<file path="src/rtl/port_io_map.vh">
// Register map, field limits and reset values of the port register block.
// Assumes byte addressing on a 32-bit bus, one register per aligned word.
//
// Behaviour
// - Port B direction register: 16-bit read/write, one bit per pin, ten pins.
// - Direction bit n controls port B pin n, bit 9 down to bit 0.
// - Direction bit acts only while its pin is in general input/output use.
// - Port A to E data registers reset only by external power-on reset.
// - Data registers keep contents through watchdog reset, standby and sleep.
// - Port F pin state register: 8-bit read-only, bit n is pin n.
// - Writes to port F pin state are discarded; pins are unaffected.
// - Reading port F returns the sampled level of each pin.
// - A port F pin being sampled by the converter reads as 1.
// - Port F pin state has no reset value and always follows pins.
`ifndef PORT_IO_MAP_VH
`define PORT_IO_MAP_VH

// Byte offsets inside the block's window
`define PIO_PA_DATA_OFS   8'h00
`define PIO_PB_DATA_OFS   8'h04
`define PIO_PC_DATA_OFS   8'h08
`define PIO_PD_DATA_OFS   8'h0c
`define PIO_PE_DATA_OFS   8'h10
`define PIO_PB_DIR_OFS    8'h14
`define PIO_PF_STATE_OFS  8'h18

// Decoded part of the address
`define PIO_ADDR_MSB      7

// Reset values
`define PIO_DATA_RST      16'h0000
`define PIO_DIR_RST       16'h0000

// Register widths
`define PIO_DATA_W        16
`define PIO_DIR_W         16
`define PIO_PF_W          8

// Bus encodings
`define PIO_HTRANS_NONSEQ 2'h2
`define PIO_HTRANS_SEQ    2'h3
`define PIO_HSIZE_BYTE    3'h0
`define PIO_HSIZE_HALF    3'h1
`define PIO_HRESP_OKAY    1'b0

`endif

</file>
<file path="src/rtl/port_io_regs.v">
// Port data and direction registers with an AHB-Lite slave.
// Assumes the bus, the pin-function selection, the watchdog reset pulse and
// the converter sampling flags all run on CORE_CLK; pins are asynchronous.
//
// The AHB-Lite register port and the register offsets were decided locally.
`timescale 1ns/10ps
`default_nettype none
`include "port_io_map.vh"

module port_io_regs #(
   parameter PB_PINS = 10
) (
   input  wire                 CORE_CLK,
   input  wire                 RST_B,
   input  wire                 WATCHDOG_RST,
   input  wire                 HSEL,
   input  wire [31:0]          HADDR,
   input  wire [1:0]           HTRANS,
   input  wire                 HWRITE,
   input  wire [2:0]           HSIZE,
   input  wire [31:0]          HWDATA,
   input  wire                 HREADY,
   output reg                  HREADYOUT,
   output reg  [31:0]          HRDATA,
   output reg                  HRESP,
   input  wire [PB_PINS-1:0]   PB_FUNC_GPIO,
   input  wire [PB_PINS-1:0]   PB_PIN_IN,
   output reg  [PB_PINS-1:0]   PB_PIN_OUT,
   output reg  [PB_PINS-1:0]   PB_PIN_OE,
   output reg  [15:0]          PA_DATA,
   output reg  [15:0]          PC_DATA,
   output reg  [15:0]          PD_DATA,
   output reg  [15:0]          PE_DATA,
   input  wire [7:0]           PF_PIN_IN,
   input  wire [7:0]           ADC_SAMPLING
);

   // Byte lanes touched by an access of a given size at a given address
   function [3:0] lanes;
      input [2:0] size;
      input [1:0] low;
      begin
         case (size)
            `PIO_HSIZE_BYTE: begin
               lanes = 4'h1 << low;
            end
            `PIO_HSIZE_HALF: begin
               lanes = low[1] ? 4'hc : 4'h3;
            end
            default: begin
               lanes = 4'hf;
            end
         endcase
      end
   endfunction

   // Replaces the enabled bytes of a 16-bit register
   function [15:0] merge16;
      input [15:0] old;
      input [31:0] wd;
      input [3:0]  be;
      begin
         merge16[7:0]  = be[0] ? wd[7:0]  : old[7:0];
         merge16[15:8] = be[1] ? wd[15:8] : old[15:8];
      end
   endfunction

   // Zero-extends a 16-bit value to the bus width
   function [31:0] widen16;
      input [15:0] v;
      begin
         widen16 = {16'h0000, v};
      end
   endfunction

   // Storage
   reg  [15:0]        port_a_low_data_reg;
   reg  [PB_PINS-1:0] port_b_data_reg;
   reg  [15:0]        port_c_data_reg;
   reg  [15:0]        port_d_low_data_reg;
   reg  [15:0]        port_e_data_reg;
   reg  [PB_PINS-1:0] port_b_direction_reg;

   // Pin synchronisers
   reg  [PB_PINS-1:0] pb_meta;
   reg  [PB_PINS-1:0] pb_sync;
   reg  [7:0]         pf_meta;
   reg  [7:0]         pf_sync;

   // Bus write held from address phase to data phase
   reg                wr_pend;
   reg  [`PIO_ADDR_MSB:0] wr_addr;
   reg  [3:0]         wr_be;

   // Next values
   reg  [15:0]        next_a;
   reg  [15:0]        next_b16;
   reg  [PB_PINS-1:0] next_b;
   reg  [15:0]        next_c;
   reg  [15:0]        next_d;
   reg  [15:0]        next_e;
   reg  [15:0]        next_dir16;
   reg  [PB_PINS-1:0] next_dir;
   reg  [31:0]        next_rdata;
   reg  [PB_PINS-1:0] pb_view;
   reg  [15:0]        pb_view16;
   reg  [15:0]        pb_data16;
   reg  [15:0]        pb_dir16;

   wire               addr_phase;
   wire [PB_PINS-1:0] out_active;
   wire [7:0]         pf_view;

   assign addr_phase = HSEL & HREADY & HTRANS[1];

   // Output only where the pin is general-purpose and set to output
   assign out_active = PB_FUNC_GPIO & port_b_direction_reg;

   // Live pin level, forced high under converter sampling
   assign pf_view = pf_sync | ADC_SAMPLING;

   // Pins have no reset: they always follow the outside level
   always @(posedge CORE_CLK) begin
      pb_meta <= PB_PIN_IN;
      pb_sync <= pb_meta;
      pf_meta <= PF_PIN_IN;
      pf_sync <= pf_meta;
   end

   // Register values widened to 16 bits for merging and reading
   always @* begin
      pb_data16 = 16'h0000;
      pb_dir16  = 16'h0000;
      pb_view16 = 16'h0000;
      pb_data16[PB_PINS-1:0] = port_b_data_reg;
      pb_dir16[PB_PINS-1:0]  = port_b_direction_reg;
      pb_view   = (port_b_data_reg & out_active) | (pb_sync & ~out_active);
      pb_view16[PB_PINS-1:0] = pb_view;
   end

   // Write path, completed in the data phase
   always @* begin
      next_a     = port_a_low_data_reg;
      next_b16   = pb_data16;
      next_c     = port_c_data_reg;
      next_d     = port_d_low_data_reg;
      next_e     = port_e_data_reg;
      next_dir16 = pb_dir16;
      if (wr_pend) begin
         case (wr_addr)
            `PIO_PA_DATA_OFS: begin
               next_a = merge16(port_a_low_data_reg, HWDATA, wr_be);
            end
            `PIO_PB_DATA_OFS: begin
               next_b16 = merge16(pb_data16, HWDATA, wr_be);
            end
            `PIO_PC_DATA_OFS: begin
               next_c = merge16(port_c_data_reg, HWDATA, wr_be);
            end
            `PIO_PD_DATA_OFS: begin
               next_d = merge16(port_d_low_data_reg, HWDATA, wr_be);
            end
            `PIO_PE_DATA_OFS: begin
               next_e = merge16(port_e_data_reg, HWDATA, wr_be);
            end
            `PIO_PB_DIR_OFS: begin
               next_dir16 = merge16(pb_dir16, HWDATA, wr_be);
            end
            default: begin
               // Port F and unmapped words: write dropped
               next_a = port_a_low_data_reg;
            end
         endcase
      end
      next_b   = next_b16[PB_PINS-1:0];
      next_dir = next_dir16[PB_PINS-1:0];
   end

   // Read path; uses next values so a read right after a write sees it, except port B data, which reads the current pin view
   always @* begin
      next_rdata = HRDATA;
      if (addr_phase && !HWRITE) begin
         case (HADDR[`PIO_ADDR_MSB:0])
            `PIO_PA_DATA_OFS: begin
               next_rdata = widen16(next_a);
            end
            `PIO_PB_DATA_OFS: begin
               next_rdata = widen16(pb_view16);
            end
            `PIO_PC_DATA_OFS: begin
               next_rdata = widen16(next_c);
            end
            `PIO_PD_DATA_OFS: begin
               next_rdata = widen16(next_d);
            end
            `PIO_PE_DATA_OFS: begin
               next_rdata = widen16(next_e);
            end
            `PIO_PB_DIR_OFS: begin
               next_rdata = widen16(next_dir16);
            end
            `PIO_PF_STATE_OFS: begin
               next_rdata = {24'h000000, pf_view};
            end
            default: begin
               next_rdata = 32'h00000000;
            end
         endcase
      end
   end

   // Bus slave state; the watchdog reset drops a pending write and clears HRDATA
   always @(posedge CORE_CLK or negedge RST_B) begin
      if (!RST_B) begin
         wr_pend   <= 1'b0;
         wr_addr   <= {(`PIO_ADDR_MSB+1){1'b0}};
         wr_be     <= 4'h0;
         HREADYOUT <= 1'b1;
         HRDATA    <= 32'h00000000;
         HRESP     <= `PIO_HRESP_OKAY;
      end else if (WATCHDOG_RST) begin
         wr_pend   <= 1'b0;
         HRDATA    <= 32'h00000000;
      end else begin
         wr_pend   <= addr_phase & HWRITE;
         if (addr_phase) begin
            wr_addr <= HADDR[`PIO_ADDR_MSB:0];
            wr_be   <= lanes(HSIZE, HADDR[1:0]);
         end
         HRDATA    <= next_rdata;
         HREADYOUT <= 1'b1;
         HRESP     <= `PIO_HRESP_OKAY;
      end
   end

   // Data and direction storage: cleared by power-on reset only
   always @(posedge CORE_CLK or negedge RST_B) begin
      if (!RST_B) begin
         port_a_low_data_reg  <= `PIO_DATA_RST;
         port_b_data_reg      <= {PB_PINS{1'b0}};
         port_c_data_reg      <= `PIO_DATA_RST;
         port_d_low_data_reg  <= `PIO_DATA_RST;
         port_e_data_reg      <= `PIO_DATA_RST;
         port_b_direction_reg <= {PB_PINS{1'b0}};
      end else if (!WATCHDOG_RST) begin
         port_a_low_data_reg  <= next_a;
         port_b_data_reg      <= next_b;
         port_c_data_reg      <= next_c;
         port_d_low_data_reg  <= next_d;
         port_e_data_reg      <= next_e;
         port_b_direction_reg <= next_dir;
      end else begin
         port_a_low_data_reg  <= port_a_low_data_reg;
         port_b_data_reg      <= port_b_data_reg;
         port_c_data_reg      <= port_c_data_reg;
         port_d_low_data_reg  <= port_d_low_data_reg;
         port_e_data_reg      <= port_e_data_reg;
         port_b_direction_reg <= port_b_direction_reg;
      end
   end

   // Pin drivers and data outputs
   always @(posedge CORE_CLK or negedge RST_B) begin
      if (!RST_B) begin
         PB_PIN_OUT <= {PB_PINS{1'b0}};
         PB_PIN_OE  <= {PB_PINS{1'b0}};
         PA_DATA    <= `PIO_DATA_RST;
         PC_DATA    <= `PIO_DATA_RST;
         PD_DATA    <= `PIO_DATA_RST;
         PE_DATA    <= `PIO_DATA_RST;
      end else begin
         PB_PIN_OUT <= port_b_data_reg;
         PB_PIN_OE  <= out_active;
         PA_DATA    <= port_a_low_data_reg;
         PC_DATA    <= port_c_data_reg;
         PD_DATA    <= port_d_low_data_reg;
         PE_DATA    <= port_e_data_reg;
      end
   end

endmodule // port_io_regs

`default_nettype wire

</file>
<file path="config.mk">
export PLATFORM = sky130hd
export DESIGN_NAME = port_io_regs
export DESIGN_NICKNAME = d
export VERILOG_FILES = /design/src/rtl/port_io_regs.v
export VERILOG_INCLUDE_DIRS = /design/src /design/src/rtl
export SDC_FILE = /design/constraint.sdc
export NUM_CORES = 1
export LEC_CHECK = 0
export ABC_AREA = 1
export BUFFER_PORTS_ARGS = -buffer_cell sky130_fd_sc_hd__buf_2
export CAP_MARGIN = 20
export CORE_ASPECT_RATIO = 0.6
export CORE_MARGIN = 4
export CORE_UTILIZATION = 54
export CTS_CLUSTER_SIZE = 12
export DETAILED_ROUTE_END_ITERATION = 10
export GPL_TIMING_DRIVEN = 1
export MAX_ROUTING_LAYER = met4
export PLACE_DENSITY_LB_ADDON = 0.3
export SYNTH_ARGS = -nofsm -noshare
export SYNTH_HDL_FRONTEND = slang
export SYNTH_SLANG_ARGS = --single-unit
</file>
<file path="constraint.sdc">
create_clock -name CORE_CLK -period 4.7 [get_ports CORE_CLK]
set_clock_uncertainty 0.1 [all_clocks]
set_input_delay 0.235 -clock CORE_CLK [delete_from_list [all_inputs] [get_ports CORE_CLK]]
set_output_delay 0.235 -clock CORE_CLK [all_outputs]
set_load 0.05 [all_outputs]
</file>
==> results.py, run 1 <==
metrics = {
    "run_status": {
        "status": "complete, but fails checks",
        "violations": "antenna violations",
    },
    "worst_setup_path": {
        "crit_path_end_kind": "register",
        "cp_max_fo": 13,
        "path_cells": "nor2_1 > nand2_1 > nor2_2 > nand3_1 > nand2_1 > nand2_1 > nand2_1 > nand2_1 > nor2_1 > nand2_1 > nand2_1 > nand2_1",
        "slowest_delay_ns": 0.53,
        "slowest_stage": "nor2_2",
        "cp.required_ns": 4.99,
        "arrival_ns": 2.90,
        "critPathKind": "reg -> reg",
        "crit_top_cell": "nand2_1",
        "crit_path_start_kind": "register",
    },
    "clocking": {
        "clkSlewWorstSetupHoldPaths_ns": 0.06,
        "root_buffer": "clkbuf_16",
        "clk_path_buf_depth": 3,
        "postCtsSetupBuffers": 0,
        "numCtsBuffers": 23,
        "clkLatencyLatePin_ns": 0.51,
        "postCtsResizedCells": 0,
        "cts_sinks": 231,
        "cts_tree": "built",
        "cts_hold_buf": 49,
        "cts.htree.levels": 1,
    },
    "die": {
        "ios": 229,
        "die_x_um": 180,
        "core-area_um2": 17200,
        "initial_core_util": 0.554,
        "rows": 37,
        "die_area_um2": 19900,
        "die_y_um": 111,
    },
    "pwr": {
        "powerDensity_nw_per_um2": 424,
        "ir_worst_vdd_v": 0.000243,
        "p_leak_nw": 6.21,
    },
    "sta": {
        "fin_crit_ns": 2.60,
        "fmax_mhz": 384,
        "rsz0062_at_grt": "false",
        "period_share": 0.554,
        "setup_tns_ns": 0,
        "final_max_slew_viol_count": 0,
        "fin_hold_ws_ns": 0.0116,
        "tightest_slew_ns": 1.01,
        "hold_viol": 0,
        "relSlewSlack": 0.327,
        "setup_viol": 0,
    },
    "routing": {
        "via_per_inst": 5.17,
        "drc": 0,
        "drt_iter0_drc": 945,
        "drt-wirelength-per-cell_um": 16.4,
        "postRouteAntennaNets": 1,
        "dr.pass1.iters": 5,
        "vias": 8216,
        "drt-total-wl_um": 26100,
    },
    "yosys": {
        "synthCells": 1116,
        "yosysWarnings": 0,
        "ys_types": 31,
        "synth_seq_cells": 231,
        "ys_seq_area_frac": 0.586,
        "netlist_top_cells_area": "dfrtp_1, nand2_1, dfxtp_1",
        "ys.flop_type": "dfrtp_1",
        "async_flop_share": 0.844,
        "synth_top_area_frac": 0.511,
        "synth_edf_count": 0,
        "syn_area_um2": 9550,
        "syn_avg_cell_area_um2": 8.56,
        "synth.largest_area_cell": "dfrtp_1",
    },
    "hold_path": {
        "min_path_type": "in -> reg",
    },
    "cells_and_area": {
        "drive_above_1_share": 0.180,
        "area_delta_synth_final_pct": 23.0,
        "layout.cells.non_filler": 1590,
        "nets": 1445,
    },
    "grt": {
        "grt_pass1_wl_um": 41800,
        "grt_pass1_vias": 7873,
        "antenna_found_initial": 0,
        "grt_max_degree": 122,
        "grt_usage": 0.268,
        "grt_overflow": 0,
    },
    "placed_design": {
        "gp_congestion": 0.923,
        "dp_hpwl_um": 17800,
        "port_buffers": 169,
        "dp_cells": 1493,
    },
    "run": {
        "max_cap_violations": 0,
    },
}
[final timing paths]
path,from,to,slack (ns),cells after the start
setup / recovery,wr_addr[1]$_DFFE_PN0P_,HRDATA[2]$_DFFE_PN0P_,2.10,12
min in group asynchronous,RST_B,PA_DATA[5]$_DFF_PN0_,0.31,2
setup reg to reg,wr_addr[1]$_DFFE_PN0P_,HRDATA[2]$_DFFE_PN0P_,2.10,12
max in group asynchronous,RST_B,PA_DATA[7]$_DFF_PN0_,3.12,3
hold / removal,HWDATA[2],port_b_data_reg[2]$_DFFE_PN0P_,0.01,3
hold reg to reg,pf_meta[3]$_DFF_P_,pf_sync[3]$_DFF_P_,0.22,0
[cells in the mapped netlist (all sizes together), types with 2 or more instances]
library cell / n
nand4: 9
o21ai: 83
or2: 10
buf: 35
conb: 2
nand3: 111
dfxtp: 36
nor2: 75
inv: 119
a31oi: 27
clkbuf: 19
dfrtp: 195
o211ai: 11
nor3: 4
nand2: 373
a21oi: 5
[report_power, final]
part	internal [mW]	switching, mW
sequential	2.20	0.136
combinational	0.227	0.704
clock	0.988	0.728
[cell families (layout without fill, tap and decap cells)]
kind of cell | count (synthesis) | in the layout | synth area share
simple gates | 582 | 582 | 0.259
flops | 231 | 231 | 0.586
buf+inv | 174 | 393 | 0.0799
compound gates | 127 | 127 | 0.0734
other cells | 2 | 23 | 0.000786
[through the flow]
step / power, mW / utilization / setup WS [ns] / instance area [µm²]
2_1_floorplan: 2.98 / - / 3.04 / 9610
3_3_place_gp: 3.24 / 0.612 / 2.18 / 10500
3_5_place_dp: 3.26 / 0.612 / 2.13 / 10500
4_1_cts: 5.00 / 0.680 / 2.12 / 11700
5_1_grt: 5.20 / 0.681 / 1.82 / 11700
6_report: 4.99 / 0.682 / 2.10 / 11700
[cell usage in the layout, fill, tap and decap left out, drive strengths merged]
master,synthesis,routed
bufinv,0,1
dfrtp,195,195
o211ai,11,11
conb,2,18
buf,35,181
a21oi,5,5
o21ai,83,83
dlygate4sd3,0,49
a31oi,27,27
clkinv,1,1
clkbuf,19,40
nor2,75,75
nand4,9,9
inv,119,121
dfxtp,36,36
nand2,373,373
diode,0,5
or2,10,10
o311ai,1,1
nor3,4,4
nand3,111,111
[final cells by class]
| type | count | area [µm²] |
|---|---|---|
| timing repair buffer | 231 | 1460 |
| tap | 234 | 293 |
| fill | 1437 | 5470 |
| multi-input combinational | 727 | 3250 |
| clock buffer | 39 | 646 |
| antenna | 5 | 12.5 |
| inverter | 120 | 450 |
| clock inverter | 3 | 43.8 |
| sequential | 231 | 5600 |
[layer usage]
layer	vias up	wire length [µm]	part of all wire	track usage
li1	3950	-	-	-
met4	0	617	0.024	0.0649
met1	3752	11800	0.45	0.399
met5	-	0	0	-
met3	60	3220	0.12	0.0787
met2	454	10500	0.40	0.362
[worst max-delay path: cells and delay by family (launching register included)]
family | cells | cell delay (ns)
flip-flops | 1 | 0.38
AND/OR/NAND/NOR | 12 | 2.00
Note: power is estimated with default switching activity, not from simulation.
==> inputs of run 2 (changes only) <==
==> constraint.sdc (replaced) <==
create_clock -name CORE_CLK -period 2.4 [get_ports CORE_CLK]
set_clock_uncertainty 0.1 [all_clocks]
set_input_delay 0.12 -clock CORE_CLK [delete_from_list [all_inputs] [get_ports CORE_CLK]]
set_output_delay 0.12 -clock CORE_CLK [all_outputs]
set_load 0.05 [all_outputs]
==> results.py, run 2 (synthesis results as in run 1) <==
metrics = {
    "run_status": {
        "status": "finished, final reports clean",
    },
    "clocking": {
        "clkSlewWorstSetupHoldPaths_ns": 0.06,
        "clk_path_buf_depth": 3,
        "postCtsResizedCells": 0,
        "clkLatencyLatePin_ns": 0.50,
        "cts_sinks": 231,
        "cts_tree": "built",
        "cts.htree.levels": 1,
        "root_buffer": "clkbuf_16",
        "numCtsBuffers": 23,
    },
    "cells_and_area": {
        "drive_above_1_share": 0.186,
        "layout_commonest_cell": "nand2_1",
        "diodes": 0,
        "area_delta_synth_final_pct": 25.4,
        "nets": 1472,
        "fillCellCount": 1377,
        "mostFrequentLayoutCells": "nand2_1, dfrtp_1, buf_2, inv_1, nand3_1",
    },
    "die": {
        "ios": 229,
        "initial_core_util": 0.554,
        "die_area_um2": 19900,
        "die_x_um": 180,
        "rows": 37,
        "die_y_um": 111,
        "core-area_um2": 17200,
    },
    "pwr": {
        "powerDensity_nw_per_um2": 811,
        "p_switching_mw": 3.07,
        "clockPowerShare": 0.336,
        "p_leak_nw": 6.34,
        "ir_worst_vdd_v": 0.000488,
        "netSwitchingFraction": 0.316,
        "combPwrFrac": 0.193,
        "p_int_mw": 6.65,
        "p_seq_frac": 0.471,
    },
    "worst_setup_path": {
        "cp.required_ns": 2.69,
        "crit_path_start_kind": "register",
        "slowest_stage": "dfrtp_1",
        "cp_max_fo": 7,
        "critPathTopFamily": "simple AND/OR/NAND/NOR gates",
        "path_cells": "nor2_1 > nand2_4 > nor2_2 > nand2_1 > inv_1 > nand2_1 > nand3_1 > nand2_1 > o21ai_0 > nand2_1",
        "slowest_delay_ns": 0.38,
        "crit_path_end_kind": "register",
        "arrival_ns": 2.46,
        "critPathKind": "reg -> reg",
        "critPathBufInv": 1,
        "crit_top_cell": "nand2_1",
    },
    "sta": {
        "fin_crit_ns": 2.17,
        "rsz0062_at_grt": "false",
        "period_share": 0.903,
        "final_max_slew_viol_count": 0,
        "relSlewSlack": 0.487,
        "fmax_mhz": 461,
        "hold_viol": 0,
        "setup_tns_ns": 0,
        "fin_hold_ws_ns": 0.0350,
        "setup_viol": 0,
        "tightest_slew_ns": 0.769,
    },
    "routing": {
        "wl_met2_um": 11200,
        "dr_wl_met3_um": 2680,
        "vias": 8363,
        "drt-wirelength-per-cell_um": 16.6,
        "topRoutingLayerUsed": "met4",
        "via_per_inst": 5.19,
        "postRouteAntennaNets": 0,
        "drc": 0,
        "drt_iter0_drc": 899,
        "dr.pass1.iters": 5,
        "wl_met1_um": 12300,
        "drt-total-wl_um": 26700,
    },
    "grt": {
        "grt_pass1_wl_um": 42600,
        "grt_usage": 0.274,
        "grt_pass1_vias": 7928,
        "antenna_found_initial": 0,
        "grt_overflow": 0,
        "grt_max_degree": 58,
    },
    "run": {
        "max_cap_violations": 0,
    },
    "placed_design": {
        "gp_congestion": 0.935,
        "port_buffers": 169,
        "dp_hpwl_um": 18500,
    },
    "hold_path": {
        "min_path_type": "in -> reg",
    },
}
## run 2: final cells by class
type | instances | area, µm² | area share
multi-input combinational | 727 | 3250 | 0.271
tap | 234 | 293 | 0.0244
sequential | 231 | 5600 | 0.468
timing repair buffer | 258 | 1720 | 0.144
clock buffer | 41 | 663 | 0.0554
inverter | 120 | 450 | 0.0376
## run 2: final timing paths
path                                             start                               to  slack (ns)  depth (start not counted)
worst max-delay path            wr_addr[7]$_DFFE_PN0P_           HRDATA[11]$_DFFE_PN0P_        0.23                         10
worst min-delay path                      WATCHDOG_RST  port_e_data_reg[11]$_DFFE_PN0N_        0.04                          4
worst max register to register  wr_addr[7]$_DFFE_PN0P_           HRDATA[11]$_DFFE_PN0P_        0.23                         10
worst min register to register      pb_meta[0]$_DFF_P_               pb_sync[0]$_DFF_P_        0.23                          0
max in group asynchronous                        RST_B          PB_PIN_OUT[8]$_DFF_PN0_        1.30                          3
min in group asynchronous                        RST_B             PA_DATA[5]$_DFF_PN0_        0.05                          2
## run 2: layer usage
layer / up-vias / global-route usage
met1: 3921 / 0.420
li1: 4005 / -
met3: 40 / 0.0544
met4: 0 / 0.0497
met5: - / -
met2: 397 / 0.386
## run 2: timing repair
action	4_1_cts	5_1_grt
endpoints found under the setup margin	0	0
buffers inserted	0	0
endpoints found under the hold margin	273	0
hold buffers	60	0
## run 2: metrics by stage
stage / area (µm²) / setup WS, ns / utilization / instances / power [mW]
after detailed placement: 10700 / 0.281 / 0.622 / 1510 / 6.41
after floorplan: 9610 / 0.736 / - / 1132 / 5.84
final: 12000 / 0.232 / 0.695 / 1611 / 9.71
after global routing: 12000 / 0.0249 / 0.695 / 1611 / 10.1
after global placement: 10700 / 0.300 / 0.622 / 1510 / 6.37
after CTS: 12000 / 0.253 / 0.695 / 1611 / 9.74
## run 2: power groups by stage
stage | sequential (mW) | clock (mW) | combinational (mW)
finish | 4.58 | 3.26 | 1.87
global route | 4.62 | 3.48 | 2.03
CTS | 4.57 | 3.31 | 1.86
detailed placement | 4.63 | 0 | 1.77
global placement | 4.62 | 0 | 1.75
floorplan | 5.18 | 0 | 0.660
## run 2: worst register-to-register path: stages, from the launching register on
cell	delay, ns
dfrtp_1	0.38
nor2_1	0.20
nand2_4	0.15
nor2_2	0.18
nand2_1	0.25
inv_1	0.22
nand2_1	0.10
nand3_1	0.16
nand2_1	0.08
o21ai_0	0.17
nand2_1	0.07
==> inputs of run 3 (changes only) <==
--- a/config.mk
+++ b/config.mk
@@ -11,7 +11,7 @@
 export CAP_MARGIN = 20
 export CORE_ASPECT_RATIO = 0.6
 export CORE_MARGIN = 4
-export CORE_UTILIZATION = 54
+export CORE_UTILIZATION = 42
 export CTS_CLUSTER_SIZE = 12
 export DETAILED_ROUTE_END_ITERATION = 10
 export GPL_TIMING_DRIVEN = 1
==> constraint.sdc (replaced) <==
create_clock -name CORE_CLK -period 2.54 [get_ports CORE_CLK]
set_clock_uncertainty 0.1 [all_clocks]
set_input_delay 0.127 -clock CORE_CLK [delete_from_list [all_inputs] [get_ports CORE_CLK]]
set_output_delay 0.127 -clock CORE_CLK [all_outputs]
set_load 0.05 [all_outputs]
==> results.py, run 3 (synthesis results as in run 1) <==
metrics = {
    "die": {
        "die_x_um": 203,
        "core-area_um2": 22200,
        "initial_core_util": 0.431,
        "die_y_um": 125,
        "ios": 229,
        "die_area_um2": 25300,
        "rows": 42,
    },
    "grt": {
        "grt_pass1_wl_um": 43500,
        "grt_max_degree": 69,
        "grt_usage": 0.222,
        "grt_pass1_vias": 7700,
        "antenna_found_initial": 1,
        "grt_overflow": 0,
    },
    "worst_setup_path": {
        "cp.required_ns": 2.84,
        "crit_path_start_kind": "register",
        "critPathKind": "reg -> reg",
        "crit_path_end_kind": "register",
        "cp_max_fo": 8,
        "arrival_ns": 2.52,
    },
    "sta": {
        "setup_viol": 0,
        "hold_viol": 0,
        "fin_crit_ns": 2.22,
        "setup_ws_ns": 0.321,
        "relSlewSlack": 0.594,
        "fmax_mhz": 451,
        "period_share": 0.874,
        "rsz0062_at_grt": "false",
        "setup_tns_ns": 0,
        "tightest_slew_ns": 0.607,
        "final_max_slew_viol_count": 0,
    },
    "routing": {
        "vias": 8183,
        "drt_iter0_drc": 821,
        "drt-wirelength-per-cell_um": 16.6,
        "drc": 0,
        "dr.pass1.iters": 6,
        "via_per_inst": 4.89,
        "postRouteAntennaNets": 0,
        "drt-total-wl_um": 27700,
    },
    "clocking": {
        "postCtsSetupBuffers": 0,
        "cts_tree": "built",
        "cts_hold_buf": 59,
        "cts.htree.levels": 1,
        "clk_path_buf_depth": 3,
        "postCtsResizedCells": 0,
        "cts_sinks": 231,
        "numCtsBuffers": 23,
        "clkLatencyLatePin_ns": 0.52,
        "clkSlewWorstSetupHoldPaths_ns": 0.07,
        "root_buffer": "clkbuf_16",
    },
    "cells_and_area": {
        "fillCellCount": 2092,
        "nets": 1465,
        "mostFrequentLayoutCells": "nand2_1, dfrtp_1, buf_2, inv_1, nand3_1",
        "drive_above_1_share": 0.184,
        "layout_commonest_cell": "nand2_1",
        "stdcell_area_um2": 12000,
        "area_delta_synth_final_pct": 25.5,
        "seq_area_um2": 5600,
        "multi_input_area_um2": 3250,
    },
    "placed_design": {
        "gp_congestion": 0.945,
        "placedInstanceArea_um2": 10700,
        "dpl_worst_slack_ns": 0.397,
        "port_buffers": 169,
        "dp_hpwl_um": 19900,
    },
    "pwr": {
        "powerDensity_nw_per_um2": 762,
        "ir_worst_vdd_v": 0.000529,
        "p_leak_nw": 6.29,
    },
    "hold_path": {
        "min_path_type": "in -> async",
    },
    "run_status": {
        "status": "finished, final reports clean",
    },
    "run": {
        "max_cap_violations": 0,
    },
}
[run 3: where the power goes]
part	leakage (nW)	switching, mW	internal, mW	total [mW]
combinational	3.24	1.33	0.447	1.78
clock	0.311	1.36	1.69	3.05
sequential	2.74	0.231	4.07	4.31
[run 3: cell type report]
cell class                 instances  area share
sequential                       231       0.467
multi-input combinational        727       0.271
timing repair buffer             251       0.138
clock buffer                      34      0.0523
inverter                         120      0.0376
tap                              308      0.0322
clock inverter                     2     0.00115
antenna                            1    0.000209
[run 3: critical path, cell delays in order (launching register included)]
cell and delay (ns):
dfrtp_1 0.38, nor2_1 0.21, nand2_1 0.18, nor2_4 0.18
nand3_1 0.39, nand2_1 0.21, nand2_1 0.07, nand2_1 0.06
nand2_1 0.06, inv_1 0.05, nand2_1 0.05, nand2_1 0.10
nand2_1 0.05
[run 3: worst paths after layout]
| path | start | to | slack [ns] | cells after the start |
|---|---|---|---|---|
| worst max register to register | wr_addr[1]$_DFFE_PN0P_ | HRDATA[3]$_DFFE_PN0P_ | 0.32 | 12 |
| worst max-delay path | wr_addr[1]$_DFFE_PN0P_ | HRDATA[3]$_DFFE_PN0P_ | 0.32 | 12 |
| worst min-delay path | RST_B | PE_DATA[4]$_DFF_PN0_ | 0.04 | 2 |
| max in group asynchronous | RST_B | PB_PIN_OUT[7]$_DFF_PN0_ | 1.41 | 3 |
| min in group CORE_CLK | HREADY | wr_pend$_DFF_PN0_ | 0.05 | 5 |
| worst min register to register | pb_meta[2]$_DFF_P_ | pb_sync[2]$_DFF_P_ | 0.22 | 0 |
[run 3: through the flow]
stage / instances / power (mW) / hold WS [ns] / utilization
floorplan: 1132 / 5.52 / -0.269 / -
global placement: 1578 / 6.04 / 0.0162 / 0.485
detailed placement: 1578 / 6.07 / 0.0172 / 0.485
CTS: 1673 / 9.20 / 0.0214 / 0.540
global route: 1674 / 9.57 / 0.0688 / 0.540
finish: 1674 / 9.13 / 0.0412 / 0.540
[run 3: layer usage]
layer,track usage,wire length [µm],vias up,part of all wire
li1,-,-,4002,-
met1,0.368,14300,3779,0.52
met2,0.274,10500,352,0.38
met3,0.0492,2460,50,0.089
met4,0.0383,479,0,0.017
met5,-,0,-,0
